File: src/sts_regs.vh
`ifndef STS_REGS_VH
`define STS_REGS_VH
// APB register byte offsets
`define STS_CTRL_ADDR 12'h000
`define STS_COUNT_ADDR 12'h004
`define STS_LIST_ADDR 12'h008
`define STS_TIMER_ADDR 12'h00C
`define STS_DELAY_ADDR 12'h010
`define STS_RATIO_ADDR 12'h014
`define STS_STATUS_ADDR 12'h018
`define STS_AUTO_ADDR 12'h01C
// Control register fields
`define STS_CTRL_RUN 0
`define STS_CTRL_SCAN 1
`define STS_CTRL_SRC_LO 2
`define STS_CTRL_SRC_HI 3
`define STS_CTRL_AUTO 4
`define STS_CTRL_RATIO 5
`define STS_CTRL_FILT 6
`define STS_CTRL_STOP 7
`define STS_CTRL_MANTRIG 8
// Control source encodings
`define STS_SRC_IMM 2'h0
`define STS_SRC_TMR 2'h1
`define STS_SRC_EXT 2'h2
// Time unit: delays and timer count in milliseconds
`define STS_MS_NS 1000000
`define STS_CLK_NS 10
`define STS_MS_CYC (`STS_MS_NS / `STS_CLK_NS)
// Range limits and ratio default in milliseconds
`define STS_TIMER_MAX_MS 40'h003B9AC9FF
`define STS_DELAY_MAX_MS 40'h00159A653F
`define STS_RATIO_DEF_MS 40'h00000001F4
// Reset values and output trigger pulse length in cycles
`define STS_COUNT_RST 20'h00000
`define STS_LIST_RST 8'h01
`define STS_PULSE_CYC 4'h8
`endif

File: src/sts_sequencer.v
// The register offsets and the APB slave port were left to the implementer.
`timescale 1ns/10ps
`include "sts_regs.vh"
// Function
// - Enable leaves idle, then waits at source
// - Run end returns idle; scan mode leaves channel one selected
// - Immediate, timer, external sources; stall until event
// - Step mode: one channel per event
// - Scan mode: whole list per event
// - Immediate source satisfies event at once
// - Timer source: first pass skips timer wait
// - Later timer passes wait max(timer, delay)
// - Timer 0..999999.999 s, resets at run start
// - Timer paces channels (step) or scans (scan)
// - External start needs pulse or manual trigger
// - External trigger advances channel or whole scan
// - Auto delay is one software-written value
// - Manual delay up to 99h99m99.999s allowed
// - Ratio delay after main delay, default 0.5s
// - Request measurement, with filter when enabled
// - Step count may wrap; restart resumes next channel
// - Step mode uses one trigger counter
// - Scans equal count over list length, rounded up
// - Scan uses sample and trigger counters
// - Infinite count repeats until stop request
// - Output trigger per channel or per scan
module sts_sequencer (
  // Clock and reset
  input wire core_clk,
  input wire rst_n,
  // APB slave
  input wire psel,
  input wire penable,
  input wire pwrite,
  input wire [11:0] paddr,
  input wire [31:0] pwdata,
  output reg [31:0] prdata,
  output reg pready,
  output reg pslverr,
  // External trigger in and out
  input wire ext_manual_trigger_request_in,
  output reg manual_trigger_request_out,
  // Measurement engine handshake
  input wire meas_done,
  output reg meas_req,
  output reg filter_en,
  output reg [7:0] chan_sel
);

  // Sequencer states
  // Flow of one pass: idle, then wait at the control source, then the main
  // delay, then the optional ratio delay, then the measurement handshake,
  // then the bookkeeping state that advances the channel and the counters.
  // Idle is only left on a rising run bit, so a run bit that software
  // leaves set after a finished run does not start a second run by itself.
  // Within a scan the bookkeeping state loops straight back to the main
  // delay, so the timer never stretches the gap between channels.
  // Between scans or steps it returns to the wait state, where the timer
  // interval can take over from the delay once the first pass is done.
  // Codes are plain binary; the status register shows them to software,
  // so keep them stable if a state is ever added.
  localparam ST_IDLE = 3'h0;
  localparam ST_WAIT = 3'h1;
  localparam ST_DLY = 3'h2;
  localparam ST_RDLY = 3'h3;
  localparam ST_MEAS = 3'h4;
  localparam ST_NEXT = 3'h5;

  // Software registers
  // All times are held in whole milliseconds. A value of zero means no
  // wait at all, which keeps short bench runs practical. Values beyond the
  // documented range are clamped on write rather than refused, except the auto
  // delay, which is stored as written; a read back shows what the hardware will use.
  reg [8:0] ctrl_q; // run, scan, source, auto, ratio, filter bits
  reg [19:0] count_q; // Reading count, zero means infinite
  reg [7:0] list_q; // Scan list length, at least one
  reg [39:0] timer_ms_q; // Timer interval in ms
  reg [39:0] delay_ms_q; // Manual delay in ms
  reg [39:0] ratio_ms_q; // Ratio/average delay in ms
  reg [39:0] auto_ms_q; // Auto delay in ms, written by software
  // Sequencer state
  reg [2:0] state_q;
  reg first_q; // First pass of a run: timer bypass
  reg [19:0] manual_trigger_request_cnt_q; // Trigger counter
  reg [7:0] samp_cnt_q; // Sample counter (scan mode)
  reg [39:0] wait_ms_q; // Remaining ms of current delay
  reg [16:0] tick_q; // Cycles within the current ms
  reg [3:0] pulse_q; // Output trigger stretch
  reg man_q; // Pending manual trigger
  reg run_d1_q; // Run bit seen last cycle
  // External input synchroniser
  reg [2:0] ext_sync_q;
  reg ext_seen_q;
  wire ext_evt;
  wire wr_en;
  wire inf_cnt;
  wire [1:0] src;

  assign wr_en = psel & penable & pwrite & pready;
  assign inf_cnt = (count_q == 20'h00000); // infinite_count
  assign src = ctrl_q[`STS_CTRL_SRC_HI:`STS_CTRL_SRC_LO];
  // Edge seen when second and third stages agree high after a low
  assign ext_evt = ext_sync_q[1] & ext_sync_q[2] & ~ext_seen_q;

  // Larger of two millisecond values
  function [39:0] max40;
    input [39:0] a;
    input [39:0] b;
    begin
      max40 = (a > b) ? a : b;
    end
  endfunction

  // Clamp a value to a limit
  function [39:0] clamp40;
    input [39:0] v;
    input [39:0] lim;
    begin
      clamp40 = (v > lim) ? lim : v;
    end
  endfunction

  // Scans = ceil(count / list), by repeated subtraction is too slow, so divide
  function [19:0] scans;
    input [19:0] cnt;
    input [7:0] len;
    reg [20:0] num;
    begin
      num = {1'b0, cnt} + {13'h0000, len} - 21'h000001;
      scans = num[19:0] / {12'h000, len};
    end
  endfunction

  // Three-stage synchroniser; only stages two and three are compared
  // The first stage may go metastable, so nothing but stage two reads it.
  // The seen flag follows the settled level only when stages two and three
  // agree, which filters a single-cycle glitch on the pin.
  // Limitation: pulses shorter than about two clocks may be missed, and
  // edges closer than four clocks apart may merge into one event.
  always @(posedge core_clk or negedge rst_n) begin
    if (!rst_n) begin
      ext_sync_q <= 3'h0;
      ext_seen_q <= 1'b0;
    end else begin
      ext_sync_q <= {ext_sync_q[1:0], ext_manual_trigger_request_in};
      if (ext_sync_q[1] == ext_sync_q[2]) begin
        ext_seen_q <= ext_sync_q[2];
      end
    end
  end

  // APB slave: one wait state, pready registered one cycle into access
  // The access phase therefore always lasts two cycles. Registering pready
  // and the read data costs that one wait state but keeps every output of
  // the block straight from a flip-flop. The read word is captured in the
  // first access cycle and stands while pready is high, so a master that
  // samples on the pready edge always gets a settled value.
  always @(posedge core_clk or negedge rst_n) begin
    if (!rst_n) begin
      pready <= 1'b0;
      pslverr <= 1'b0;
      prdata <= 32'h00000000;
    end else begin
      pready <= psel & penable & ~pready;
      pslverr <= 1'b0;
      if (psel & penable & ~pready) begin
        prdata <= 32'h00000000;
        case (paddr)
          `STS_CTRL_ADDR: prdata <= {23'h000000, ctrl_q};
          `STS_COUNT_ADDR: prdata <= {12'h000, count_q};
          `STS_LIST_ADDR: prdata <= {24'h000000, list_q};
          `STS_TIMER_ADDR: prdata <= timer_ms_q[31:0];
          `STS_DELAY_ADDR: prdata <= delay_ms_q[31:0];
          `STS_RATIO_ADDR: prdata <= ratio_ms_q[31:0];
          `STS_AUTO_ADDR: prdata <= auto_ms_q[31:0];
          `STS_STATUS_ADDR: prdata <= {first_q, manual_trigger_request_cnt_q, chan_sel, state_q};
          default: pslverr <= 1'b1; // Unmapped address
        endcase
      end
    end
  end

  // Register writes; stop and manual trigger are self-clearing strobes
  // Hardware clears the run bit when a finite run ends, in the same cycle
  // as the sequencer drops to idle. A software write in that cycle wins,
  // because it comes later in this process; software that rewrites the run
  // bit while a run finishes must expect the run bit to stay set.
  always @(posedge core_clk or negedge rst_n) begin
    if (!rst_n) begin
      ctrl_q <= 9'h000;
      count_q <= `STS_COUNT_RST;
      list_q <= `STS_LIST_RST;
      timer_ms_q <= 40'h0000000000;
      delay_ms_q <= 40'h0000000000;
      ratio_ms_q <= `STS_RATIO_DEF_MS;
      auto_ms_q <= 40'h0000000001;
      man_q <= 1'b0;
    end else begin
      // Pending manual trigger is consumed by the wait state
      if (state_q == ST_WAIT && src == `STS_SRC_EXT) begin
        man_q <= 1'b0;
      end
      // A run finishing drops the run bit unless infinite
      if (state_q == ST_NEXT && manual_trigger_request_cnt_q == 20'h00001 && !inf_cnt &&
          ((ctrl_q[`STS_CTRL_SCAN] && samp_cnt_q == 8'h01) ||
           !ctrl_q[`STS_CTRL_SCAN])) begin
        ctrl_q[`STS_CTRL_RUN] <= 1'b0;
      end
      ctrl_q[`STS_CTRL_STOP] <= 1'b0;
      ctrl_q[`STS_CTRL_MANTRIG] <= 1'b0;
      if (wr_en) begin
        case (paddr)
          `STS_CTRL_ADDR: begin
            ctrl_q <= pwdata[8:0];
            if (pwdata[`STS_CTRL_STOP]) begin
              ctrl_q[`STS_CTRL_RUN] <= 1'b0;
            end
            if (pwdata[`STS_CTRL_MANTRIG]) begin
              man_q <= 1'b1; // Set wins over clear
            end
          end
          `STS_COUNT_ADDR: count_q <= pwdata[19:0];
          `STS_LIST_ADDR: list_q <= (pwdata[7:0] == 8'h00) ? 8'h01 : pwdata[7:0];
          `STS_TIMER_ADDR: timer_ms_q <= clamp40({8'h00, pwdata}, `STS_TIMER_MAX_MS);
          `STS_DELAY_ADDR: delay_ms_q <= clamp40({8'h00, pwdata}, `STS_DELAY_MAX_MS);
          `STS_RATIO_ADDR: ratio_ms_q <= clamp40({8'h00, pwdata}, `STS_TIMER_MAX_MS);
          `STS_AUTO_ADDR: auto_ms_q <= {8'h00, pwdata};
          default: ;
        endcase
      end
    end
  end

  // Sequencer: control source, delays, measure, count, output trigger
  // The output trigger is stretched to a fixed number of cycles so that a
  // slow partner instrument can see it. A new measurement is held back
  // until the previous pulse has ended, so two pulses never merge into one
  // long high level on the line; the price is a few cycles of extra delay
  // per channel in step mode, or per scan in scan mode, when the delays are set to zero.
  // Delays count in whole milliseconds, each made of a fixed number of
  // clock cycles; a zero delay leaves its state after a single cycle.
  always @(posedge core_clk or negedge rst_n) begin
    if (!rst_n) begin
      state_q <= ST_IDLE;
      first_q <= 1'b1;
      manual_trigger_request_cnt_q <= 20'h00000;
      samp_cnt_q <= 8'h00;
      wait_ms_q <= 40'h0000000000;
      tick_q <= 17'h00000;
      pulse_q <= 4'h0;
      run_d1_q <= 1'b0;
      meas_req <= 1'b0;
      filter_en <= 1'b0;
      manual_trigger_request_out <= 1'b0;
      chan_sel <= 8'h00;
    end else begin
      run_d1_q <= ctrl_q[`STS_CTRL_RUN];
      manual_trigger_request_out <= (pulse_q != 4'h0);
      if (pulse_q != 4'h0) begin
        pulse_q <= pulse_q - 4'h1;
      end
      case (state_q)
        ST_IDLE: begin
          meas_req <= 1'b0;
          // Rising run bit loads counters and drops to the source
          if (ctrl_q[`STS_CTRL_RUN] && !run_d1_q) begin
            first_q <= 1'b1; // Timer back to initial state
            samp_cnt_q <= list_q;
            if (ctrl_q[`STS_CTRL_SCAN]) begin
              manual_trigger_request_cnt_q <= scans(count_q, list_q);
              chan_sel <= 8'h00;
            end else begin
              manual_trigger_request_cnt_q <= count_q;
            end
            state_q <= ST_WAIT;
          end
        end
        ST_WAIT: begin
          // Delay choice: timer source after first pass takes the longer of timer and delay
          wait_ms_q <= ctrl_q[`STS_CTRL_AUTO] ? auto_ms_q : delay_ms_q;
          if (src == `STS_SRC_TMR && !first_q) begin
            wait_ms_q <= max40(timer_ms_q,
              ctrl_q[`STS_CTRL_AUTO] ? auto_ms_q : delay_ms_q);
          end
          tick_q <= 17'h00000;
          if (!ctrl_q[`STS_CTRL_RUN]) begin
            state_q <= ST_IDLE;
          end else if (src == `STS_SRC_EXT) begin
            if (ext_evt || man_q) begin
              state_q <= ST_DLY;
            end
          end else begin
            state_q <= ST_DLY; // Immediate and timer satisfied
          end
        end
        ST_DLY: begin
          // Count down whole milliseconds
          if (wait_ms_q == 40'h0000000000) begin
            wait_ms_q <= ratio_ms_q;
            state_q <= ctrl_q[`STS_CTRL_RATIO] ? ST_RDLY : ST_MEAS;
          end else if (tick_q == `STS_MS_CYC - 1) begin
            tick_q <= 17'h00000;
            wait_ms_q <= wait_ms_q - 40'h0000000001;
          end else begin
            tick_q <= tick_q + 17'h00001;
          end
        end
        ST_RDLY: begin
          if (wait_ms_q == 40'h0000000000) begin
            state_q <= ST_MEAS;
          end else if (tick_q == `STS_MS_CYC - 1) begin
            tick_q <= 17'h00000;
            wait_ms_q <= wait_ms_q - 40'h0000000001;
          end else begin
            tick_q <= tick_q + 17'h00001;
          end
        end
        ST_MEAS: begin
          if (pulse_q != 4'h0) begin
            // Previous output pulse still running: hold the request back
            meas_req <= 1'b0;
          end else begin
            // Request stands until the engine answers
            meas_req <= 1'b1;
            filter_en <= ctrl_q[`STS_CTRL_FILT];
            if (meas_req && meas_done) begin
              meas_req <= 1'b0;
              state_q <= ST_NEXT;
            end
          end
        end
        ST_NEXT: begin
          // Advance channel, wrapping through the list
          chan_sel <= (chan_sel + 8'h01 >= list_q) ? 8'h00 : chan_sel + 8'h01;
          tick_q <= 17'h00000;
          if (!ctrl_q[`STS_CTRL_RUN]) begin
            state_q <= ST_IDLE;
          end else if (ctrl_q[`STS_CTRL_SCAN] && samp_cnt_q != 8'h01) begin
            // Within a scan: no timer, only the delay
            samp_cnt_q <= samp_cnt_q - 8'h01;
            wait_ms_q <= ctrl_q[`STS_CTRL_AUTO] ? auto_ms_q : delay_ms_q;
            state_q <= ST_DLY;
          end else begin
            pulse_q <= `STS_PULSE_CYC;
            samp_cnt_q <= list_q;
            first_q <= 1'b0; // Timer paces from here on
            if (!inf_cnt && manual_trigger_request_cnt_q == 20'h00001) begin
              manual_trigger_request_cnt_q <= 20'h00000;
              if (ctrl_q[`STS_CTRL_SCAN]) begin
                chan_sel <= 8'h00; // First channel left selected
              end
              state_q <= ST_IDLE;
            end else begin
              if (!inf_cnt) begin
                manual_trigger_request_cnt_q <= manual_trigger_request_cnt_q - 20'h00001;
              end
              state_q <= ST_WAIT;
            end
          end
        end
        default: state_q <= ST_IDLE;
      endcase
    end
  end

endmodule

File: config.mk
export PLATFORM = sky130hd
export DESIGN_NAME = sts_sequencer
export DESIGN_NICKNAME = d
export VERILOG_FILES = /design/src/sts_sequencer.v
export VERILOG_INCLUDE_DIRS = /design/src
export SDC_FILE = /design/constraint.sdc
export NUM_CORES = 1
export LEC_CHECK = 0
export BUFFER_PORTS_ARGS = -buffer_cell sky130_fd_sc_hd__clkbuf_2
export CAP_MARGIN = 20
export CORE_MARGIN = 3
export CORE_UTILIZATION = 57
export CTS_CLUSTER_SIZE = 30
export DETAILED_ROUTE_END_ITERATION = 6
export GPL_TIMING_DRIVEN = 0
export PLACE_DENSITY_LB_ADDON = 0.2
export SYNTH_ARGS = -nofsm -noshare
export SYNTH_HDL_FRONTEND = slang
export SYNTH_SLANG_ARGS = --single-unit
File: constraint.sdc
create_clock -name core_clk -period 59.2 [get_ports core_clk]
set_clock_uncertainty 0.15 [all_clocks]
set_input_delay 17.76 -clock core_clk [delete_from_list [all_inputs] [get_ports core_clk]]
set_output_delay 17.76 -clock core_clk [all_outputs]
set_load 0.02 [all_outputs]
==> results_dict.tcl, run 1 <==
set metrics [dict create \
    p_per_area_nw_per_um2 22.7 \
    drt-total-wl_mm 94.5 \
    rsz0062_at_grt "no" \
    groute.usage.overall 0.371 \
    crit_path_frequent_cell "o21a_1" \
    drt_pre_antenna_iters 7 \
    yosys.area.top_type "dfrtp_1" \
    overflow 0 \
    coreArea_um2 45600 \
    async_flop_share 1.00 \
    num-nets-final 3569 \
    worstPathRequired_ns 59.40 \
    grt_pass1_wl_mm 146 \
    min_period_ns 55.32 \
    drive_gt1_frac 0.115 \
    syn_area_um2 26400 \
    timing.rr.start "list_q[7]$_DFFE_PN0P_" \
    antenna_found_initial 1 \
    startpoint "list_q[7]$_DFFE_PN0P_" \
    critPathLaunchType "flip-flop" \
    dr_total_vias 26700 \
    worstSkewPairLatency_ns 0.54 \
    max_stage_delay_ns 0.76 \
    initial_core_util 0.580 \
    clk_pin_slew_worst_paths_ns 0.07 \
    finalCritPeriodShare 0.934 \
    die_y_um 221 \
    status "finished with violations" \
    cts_tree "built" \
    cts_root_buf "clkbuf_16" \
    ant_nets 0 \
    fillers 3960 \
    cellLeakagePower_uw 0.0134 \
    avgSynthCellArea_um2 8.36 \
    hold_start "ext_sync_q[0]$_DFF_PN0_" \
    worst_slew_margin_rel 0.220 \
    cts_hold_buf 0 \
    max_cap_violations 0 \
    yosys.cell_types.count 116 \
    fp.dieW_um 221 \
    viasPerCell 6.79 \
    crit_type "flip-flop to flip-flop" \
    gp_congestion 1.02 \
    violations "DRC" \
    crit_path_end_kind "flip-flop" \
    fmax_mhz 18.1 \
    dp_hpwl_mm 73.1 \
    ys_seq_elements 309 \
    drt-initial-drc-count 2812 \
    clock-sinks 309 \
    hold_slack_ns 0.211 \
    clk_path_buf_depth 3 \
    critPathMaxFanout 18 \
    tightest_slew_ns 1.17 \
    synthCells 3165 \
    port_buffers 91 \
    die_area_um2 49000 \
    cts_htree_levels 2 \
    syn-num-nets 3432 \
    slew_violations 0 \
    synth.area.top_cells "dfrtp_1 28%, ha_1 10%, o21ai_0 5.4%" \
    max-vdd-ir-drop_mv 0.0349 \
    synth_edf_count 0 \
    yosys_warnings 0 \
    hold_class "flip-flop to flip-flop" \
    fin_tns_setup_ns 0 \
    setup_viol 0 \
    drc 2 \
    grt_max_degree 102 \
    numCtsBuffers 34 \
    ios 96 \
    seq_area_frac_synth 0.293 \
    final_util 0.638 \
    grt_pass1_vias 26000 \
    cpMaxStageDelayCell "inv_1" \
    synth.top_cell.area_share 0.284 \
    wl_per_cell_um 24.0 \
    cp.arrival_ns 55.52 \
    final_hold_viol_count 0 \
    ys.flop_type "dfrtp_1" \
    syn_to_final_growth_pct 9.92 \
    rows 78 \
]
[layout make-up]
type                    count  area (um2)  share of cell area
repair buffers             99         602              0.0207
clock inverters            12         173             0.00594
well taps                 600         751              0.0258
flip-flops and latches    309        7740               0.266
multi-input cells        2599       17700               0.610
clock buffers              48        1020              0.0353
plain buffers             132         547              0.0188
diodes                      3        7.51            0.000258
repair inverters            2        10.0            0.000344
inverters                 125         477              0.0164
[state kept, by name, summed over array words and instances, names as in the netlist, 3 cells and up]
signal / flops
pulse_q: 4
chan_sel: 8
ratio_ms_q: 32
ext_sync_q: 3
count_q: 20
manual_trigger_request_cnt_q: 20
prdata: 32
tick_q: 17
state_q: 3
ctrl_q: 9
auto_ms_q: 32
delay_ms_q: 32
timer_ms_q: 32
samp_cnt_q: 8
list_q: 8
wait_ms_q: 40
[cells in the mapped netlist (all sizes together) (8+ instances only)]
library cell and count:
xnor2 55, dfrtp 300, a211oi 23, nor3b 10, clkbuf 115, o21a 80
or4 9, ha 215, buf 17, nand2b 38, o21ai 293, mux2i 55
a31o 9, a21o 50, inv 125, o211ai 33, or2 21, o31ai 39
a211o 13, and2 28, a21oi 171, nor3 135, o311ai 11, o22a 16
o32ai 8, nand3 49, dfstp 9, nand4 34, xor2 30, o22ai 22
nor2b 38, o221ai 17, a22oi 81, a31oi 27, a22o 30, a221oi 28
and3 17, or3 36, mux2 103, nor2 281, mux4 12, nand2 344
nor4 29
[cell families (layout without fill, tap and decap cells)]
family	Yosys count	count (layout)	synth area share
and+or+nand+nor	1097	1097	0.199
AOI/OAI and AO/OA	1031	1031	0.263
DFF	309	309	0.293
buffers and inverters	257	418	0.0384
adders and majority gates	216	216	0.102
muxes	170	170	0.0760
xor gates and xnor gates	85	85	0.0284
other	0	3	0
[report_power, final]
part / switching (uW) / total [uW] / leakage, uW / internal [uW]
Combinational: 124 / 209 / 0.00873 / 84.7
Sequential: 5.57 / 221 / 0.00411 / 215
Clock: 92.0 / 230 / 0.000588 / 138
Total: 222 / 660 / 0.0134 / 438
[routing by layer]
layer / vias to the layer above / routed length [um] / global-route usage
met5: - / 0 / 0
met4: 0 / 5930 / 0.210
met3: 344 / 6890 / 0.0568
met2: 1273 / 44800 / 0.631
met1: 12900 / 36800 / 0.452
li1: 12100 / - / -
[critical path: cells and delay by family, from the launching register on]
family | cells | cell delay, ns
flops | 1 | 0.36
simple gates | 64 | 11.93
mux | 9 | 3.03
compound gates | 119 | 28.11
buf+inv | 16 | 4.54
xor+xnor | 1 | 0.21
fa+ha+maj | 22 | 6.71
[metrics by stage]
stage / instance area, um2 / total power, uW / setup WS, ns / cells
2_1_floorplan: 26400 / 375 / 13.65 / 3165
3_3_place_gp: 27700 / 420 / 5.37 / 3856
3_5_place_dp: 27800 / 429 / 3.66 / 3862
4_1_cts: 29000 / 657 / 3.50 / 3922
5_1_grt: 29100 / 690 / 0.00144 / 3927
6_report: 29100 / 660 / 3.88 / 3929
[worst paths after layout]
path,endpoint,slack [ns],cells after the start
max,manual_trigger_request_cnt_q[0]$_DFFE_PN0P_,3.88,231
min,ext_sync_q[1]$_DFF_PN0_,0.21,0
max reg2reg,manual_trigger_request_cnt_q[0]$_DFFE_PN0P_,3.88,231
min reg2reg,ext_sync_q[1]$_DFF_PN0_,0.21,0
max in group asynchronous,auto_ms_q[18]$_DFFE_PN0P_,40.56,3
min in group asynchronous,tick_q[11]$_DFFE_PN0P_,17.05,1
[what timing repair did]
| item | 4_1_cts | 5_1_grt |
|---|---|---|
| resized for setup | 0 | 10 |
| setup buffers | 0 | 0 |
| setup endpoints to repair | 0 | 1 |
[placed cells by master, fill, tap and decap left out, drive strengths merged, types with 50 or more instances in the layout]
| master | instances |
|---|---|
| nand2 | 344 |
| dfrtp | 300 |
| o21ai | 293 |
| nor2 | 281 |
| clkbuf | 255 |
| ha | 215 |
| a21oi | 171 |
| nor3 | 135 |
| inv | 124 |
| mux2 | 103 |
| a22oi | 81 |
| o21a | 80 |
| mux2i | 55 |
| xnor2 | 55 |
| a21o | 50 |
Note: power is estimated with default switching activity, not from simulation.
==> inputs of run 2 (changes only) <==
--- a/config.mk
+++ b/config.mk
@@ -6,6 +6,7 @@
 export SDC_FILE = /design/constraint.sdc
 export NUM_CORES = 1
 export LEC_CHECK = 0
+export ABC_AREA = 1
 export BUFFER_PORTS_ARGS = -buffer_cell sky130_fd_sc_hd__clkbuf_2
 export CAP_MARGIN = 20
 export CORE_MARGIN = 3
==> run 2 against run 1 <==
Compared with the run above: clock power fell by 7%; highest routed layer is now met5; utilization fell by 0.36 points; synthesized cell count rose by 25%; design area rose by 4.8%; critical path depth rose by 52; combinational power rose by 140%; the run now ends clean; sequential share of layout area fell by 1.2 points.
==> results_dict.tcl, run 2 <==
set metrics [dict create \
    status "completed" \
    groute.usage.overall 0.343 \
    critPathMaxFanout 23 \
    async_flop_share 1.00 \
    max_cap_violations 0 \
    gp_congestion 1.03 \
    synth_edf_count 0 \
    max_stage_delay_ns 0.63 \
    coreArea_um2 48000 \
    antenna_found_initial 2 \
    initial_core_util 0.582 \
    grt_pass1_wl_mm 141 \
    min_delay_path_depth 0 \
    synth.area.top_cells "dfrtp_1 27%, nand2_1 11%, ha_1 9.6%" \
    ys.flop_type "dfrtp_1" \
    worstSkewPairLatency_ns 0.54 \
    fin_tns_setup_ns 0 \
    overflow 0 \
    ant_nets 0 \
    final_hold_viol_count 0 \
    hold_class "flip-flop to flip-flop" \
    cts_setup_buffers 0 \
    rsz0062_at_grt "no" \
    port_buffers 95 \
    syn_to_final_growth_pct 9.04 \
    die_area_um2 51700 \
    grt_max_degree 114 \
    final_common_cell "nand2_1" \
    cts_root_buf "clkbuf_16" \
    drt-initial-drc-count 3369 \
    crit_type "flip-flop to flip-flop" \
    mostFrequentLayoutCells "795 x nand2_1, 557 x inv_1, 459 x o21ai_0, 300 x dfrtp_1, 281 x nor2_1" \
    yosys.area_share.simple 0.278 \
    fmax_mhz 22.6 \
    clock-sinks 309 \
    synthCells 3962 \
    num-nets-final 4368 \
    synth_fa_ha_area_frac 0.0970 \
    setup_viol 0 \
    min_period_ns 44.23 \
    drt_pre_antenna_iters 6 \
    crit_path_frequent_cell "nand2_1" \
    crit_path_end_kind "flip-flop" \
    drive_gt1_frac 0.101 \
    ios 96 \
    yosys.area.top_type "dfrtp_1" \
    cts_resized 0 \
    synth_compound_area_frac 0.197 \
    r2r_cells 283 \
    largest_reg_flops 40 \
    cp.arrival_ns 44.50 \
    die_y_um 227 \
    ys_seq_elements 309 \
    total_power_uw 963 \
    grt_pass1_vias 25600 \
    wl_per_cell_um 18.9 \
    tightest_slew_ns 1.13 \
    drc 0 \
    clk_path_buf_depth 3 \
    cts_htree_levels 2 \
    dp_hpwl_mm 71.6 \
    synth_mux_area_frac 0.00116 \
    clk_pin_slew_worst_paths_ns 0.06 \
    cts_hold_buf 0 \
    worst_slew_margin_rel 0.235 \
    synth_common_cells "795 x nand2_1, 557 x inv_1, 459 x o21ai_0, 300 x dfrtp_1, 281 x nor2_1" \
    cpMaxStageDelayCell "dfstp_2" \
    rows 80 \
    drt-total-wl_mm 89.8 \
    critPathLaunchType "flip-flop" \
    synthXorXnorAreaFrac 0.0495 \
    synth.top_cell.area_share 0.269 \
    syn-num-nets 4229 \
    avgSynthCellArea_um2 7.05 \
    yosys.cell_types.count 89 \
    synth_most_common_cell "nand2_1" \
    numCtsBuffers 34 \
    cellLeakagePower_uw 0.0152 \
    dr_total_vias 28100 \
    seq_area_frac_synth 0.277 \
    yosys_warnings 0 \
    fp.dieW_um 227 \
    synth_top_family_by_area "simple AND/OR/NAND/NOR gates" \
    finalCritPeriodShare 0.747 \
    syn_area_um2 27900 \
    worstPathRequired_ns 59.46 \
    viasPerCell 5.94 \
    cts_tree "built" \
    p_per_area_nw_per_um2 31.6 \
    slew_violations 0 \
    largest_register "wait_ms_q" \
    max-vdd-ir-drop_mv 0.0244 \
]
==> run 2: metrics by stage <==
step	worst slack, ns	cell area, um2	util	hold slack (ns)	cells
floorplan	21.26	27900	-	0.181	3962
global placement	15.73	29200	0.608	0.183	4672
detailed placement	14.94	29300	0.609	0.192	4675
CTS	14.76	30300	0.632	0.205	4734
global route	10.39	30500	0.634	0.225	4739
finish	14.97	30500	0.634	0.202	4740
==> run 2: where the power goes <==
part | internal (uW) | total, uW | switching, uW
sequential | 231 | 254 | 22.4
clock | 124 | 214 | 90.7
combinational | 170 | 495 | 325
==> run 2: cell type report <==
cell class / count / area, um2
Timing Repair Buffer: 103 / 662
Antenna cell: 1 / 2.50
Clock inverter: 7 / 68.8
Buffer: 115 / 485
Tap cell: 615 / 769
Sequential cell: 309 / 7740
Clock buffer: 52 / 1020
Multi-Input combinational cell: 2932 / 17400
Inverter: 606 / 2310
Fill cell: 4478 / 17600
==> run 2: per-layer routing <==
layer  share of wire  global-route usage  vias up  routed length [um]
met5         0.00086             0.00922        -                  77
met4           0.036               0.102        4                3210
met3            0.10              0.0784      215                9320
met2            0.41               0.500     1295               36800
met1            0.45               0.506    13100               40400
li1                -                   -    13500                   -
==> run 2: worst paths after layout <==
check / slack, ns / startpoint / to
min in group asynchronous: 17.11 / rst_n / wait_ms_q[30]$_DFFE_PN0P_
worst min-delay path: 0.20 / ext_sync_q[0]$_DFF_PN0_ / ext_sync_q[1]$_DFF_PN0_
worst max register to register: 14.97 / list_q[0]$_DFFE_PN1P_ / manual_trigger_request_cnt_q[0]$_DFFE_PN0P_
worst min register to register: 0.20 / ext_sync_q[0]$_DFF_PN0_ / ext_sync_q[1]$_DFF_PN0_
max in group asynchronous: 40.72 / rst_n / chan_sel[6]$_DFFE_PN0P_
worst max-delay path: 14.97 / list_q[0]$_DFFE_PN1P_ / manual_trigger_request_cnt_q[0]$_DFFE_PN0P_
==> run 2: cell families (layout without fill, tap and decap cells) <==
logic type,after synthesis,in the layout
simple gates,1618,1618
compound gates,937,937
buf+inv,721,883
flops,309,309
fa+ha+maj,216,216
xor+xnor,158,158
mux,3,3
other cells,0,1
==> run 2: worst max-delay path, delay by kind of cell (launching register included) <==
family	cells	cell delay, ns
buffers and inverters	58	7.47
adder cells (fa/ha/maj)	23	7.21
AND/OR/NAND/NOR	110	12.60
AO/OA/AOI/OAI	92	15.96
flip-flops	1	0.63
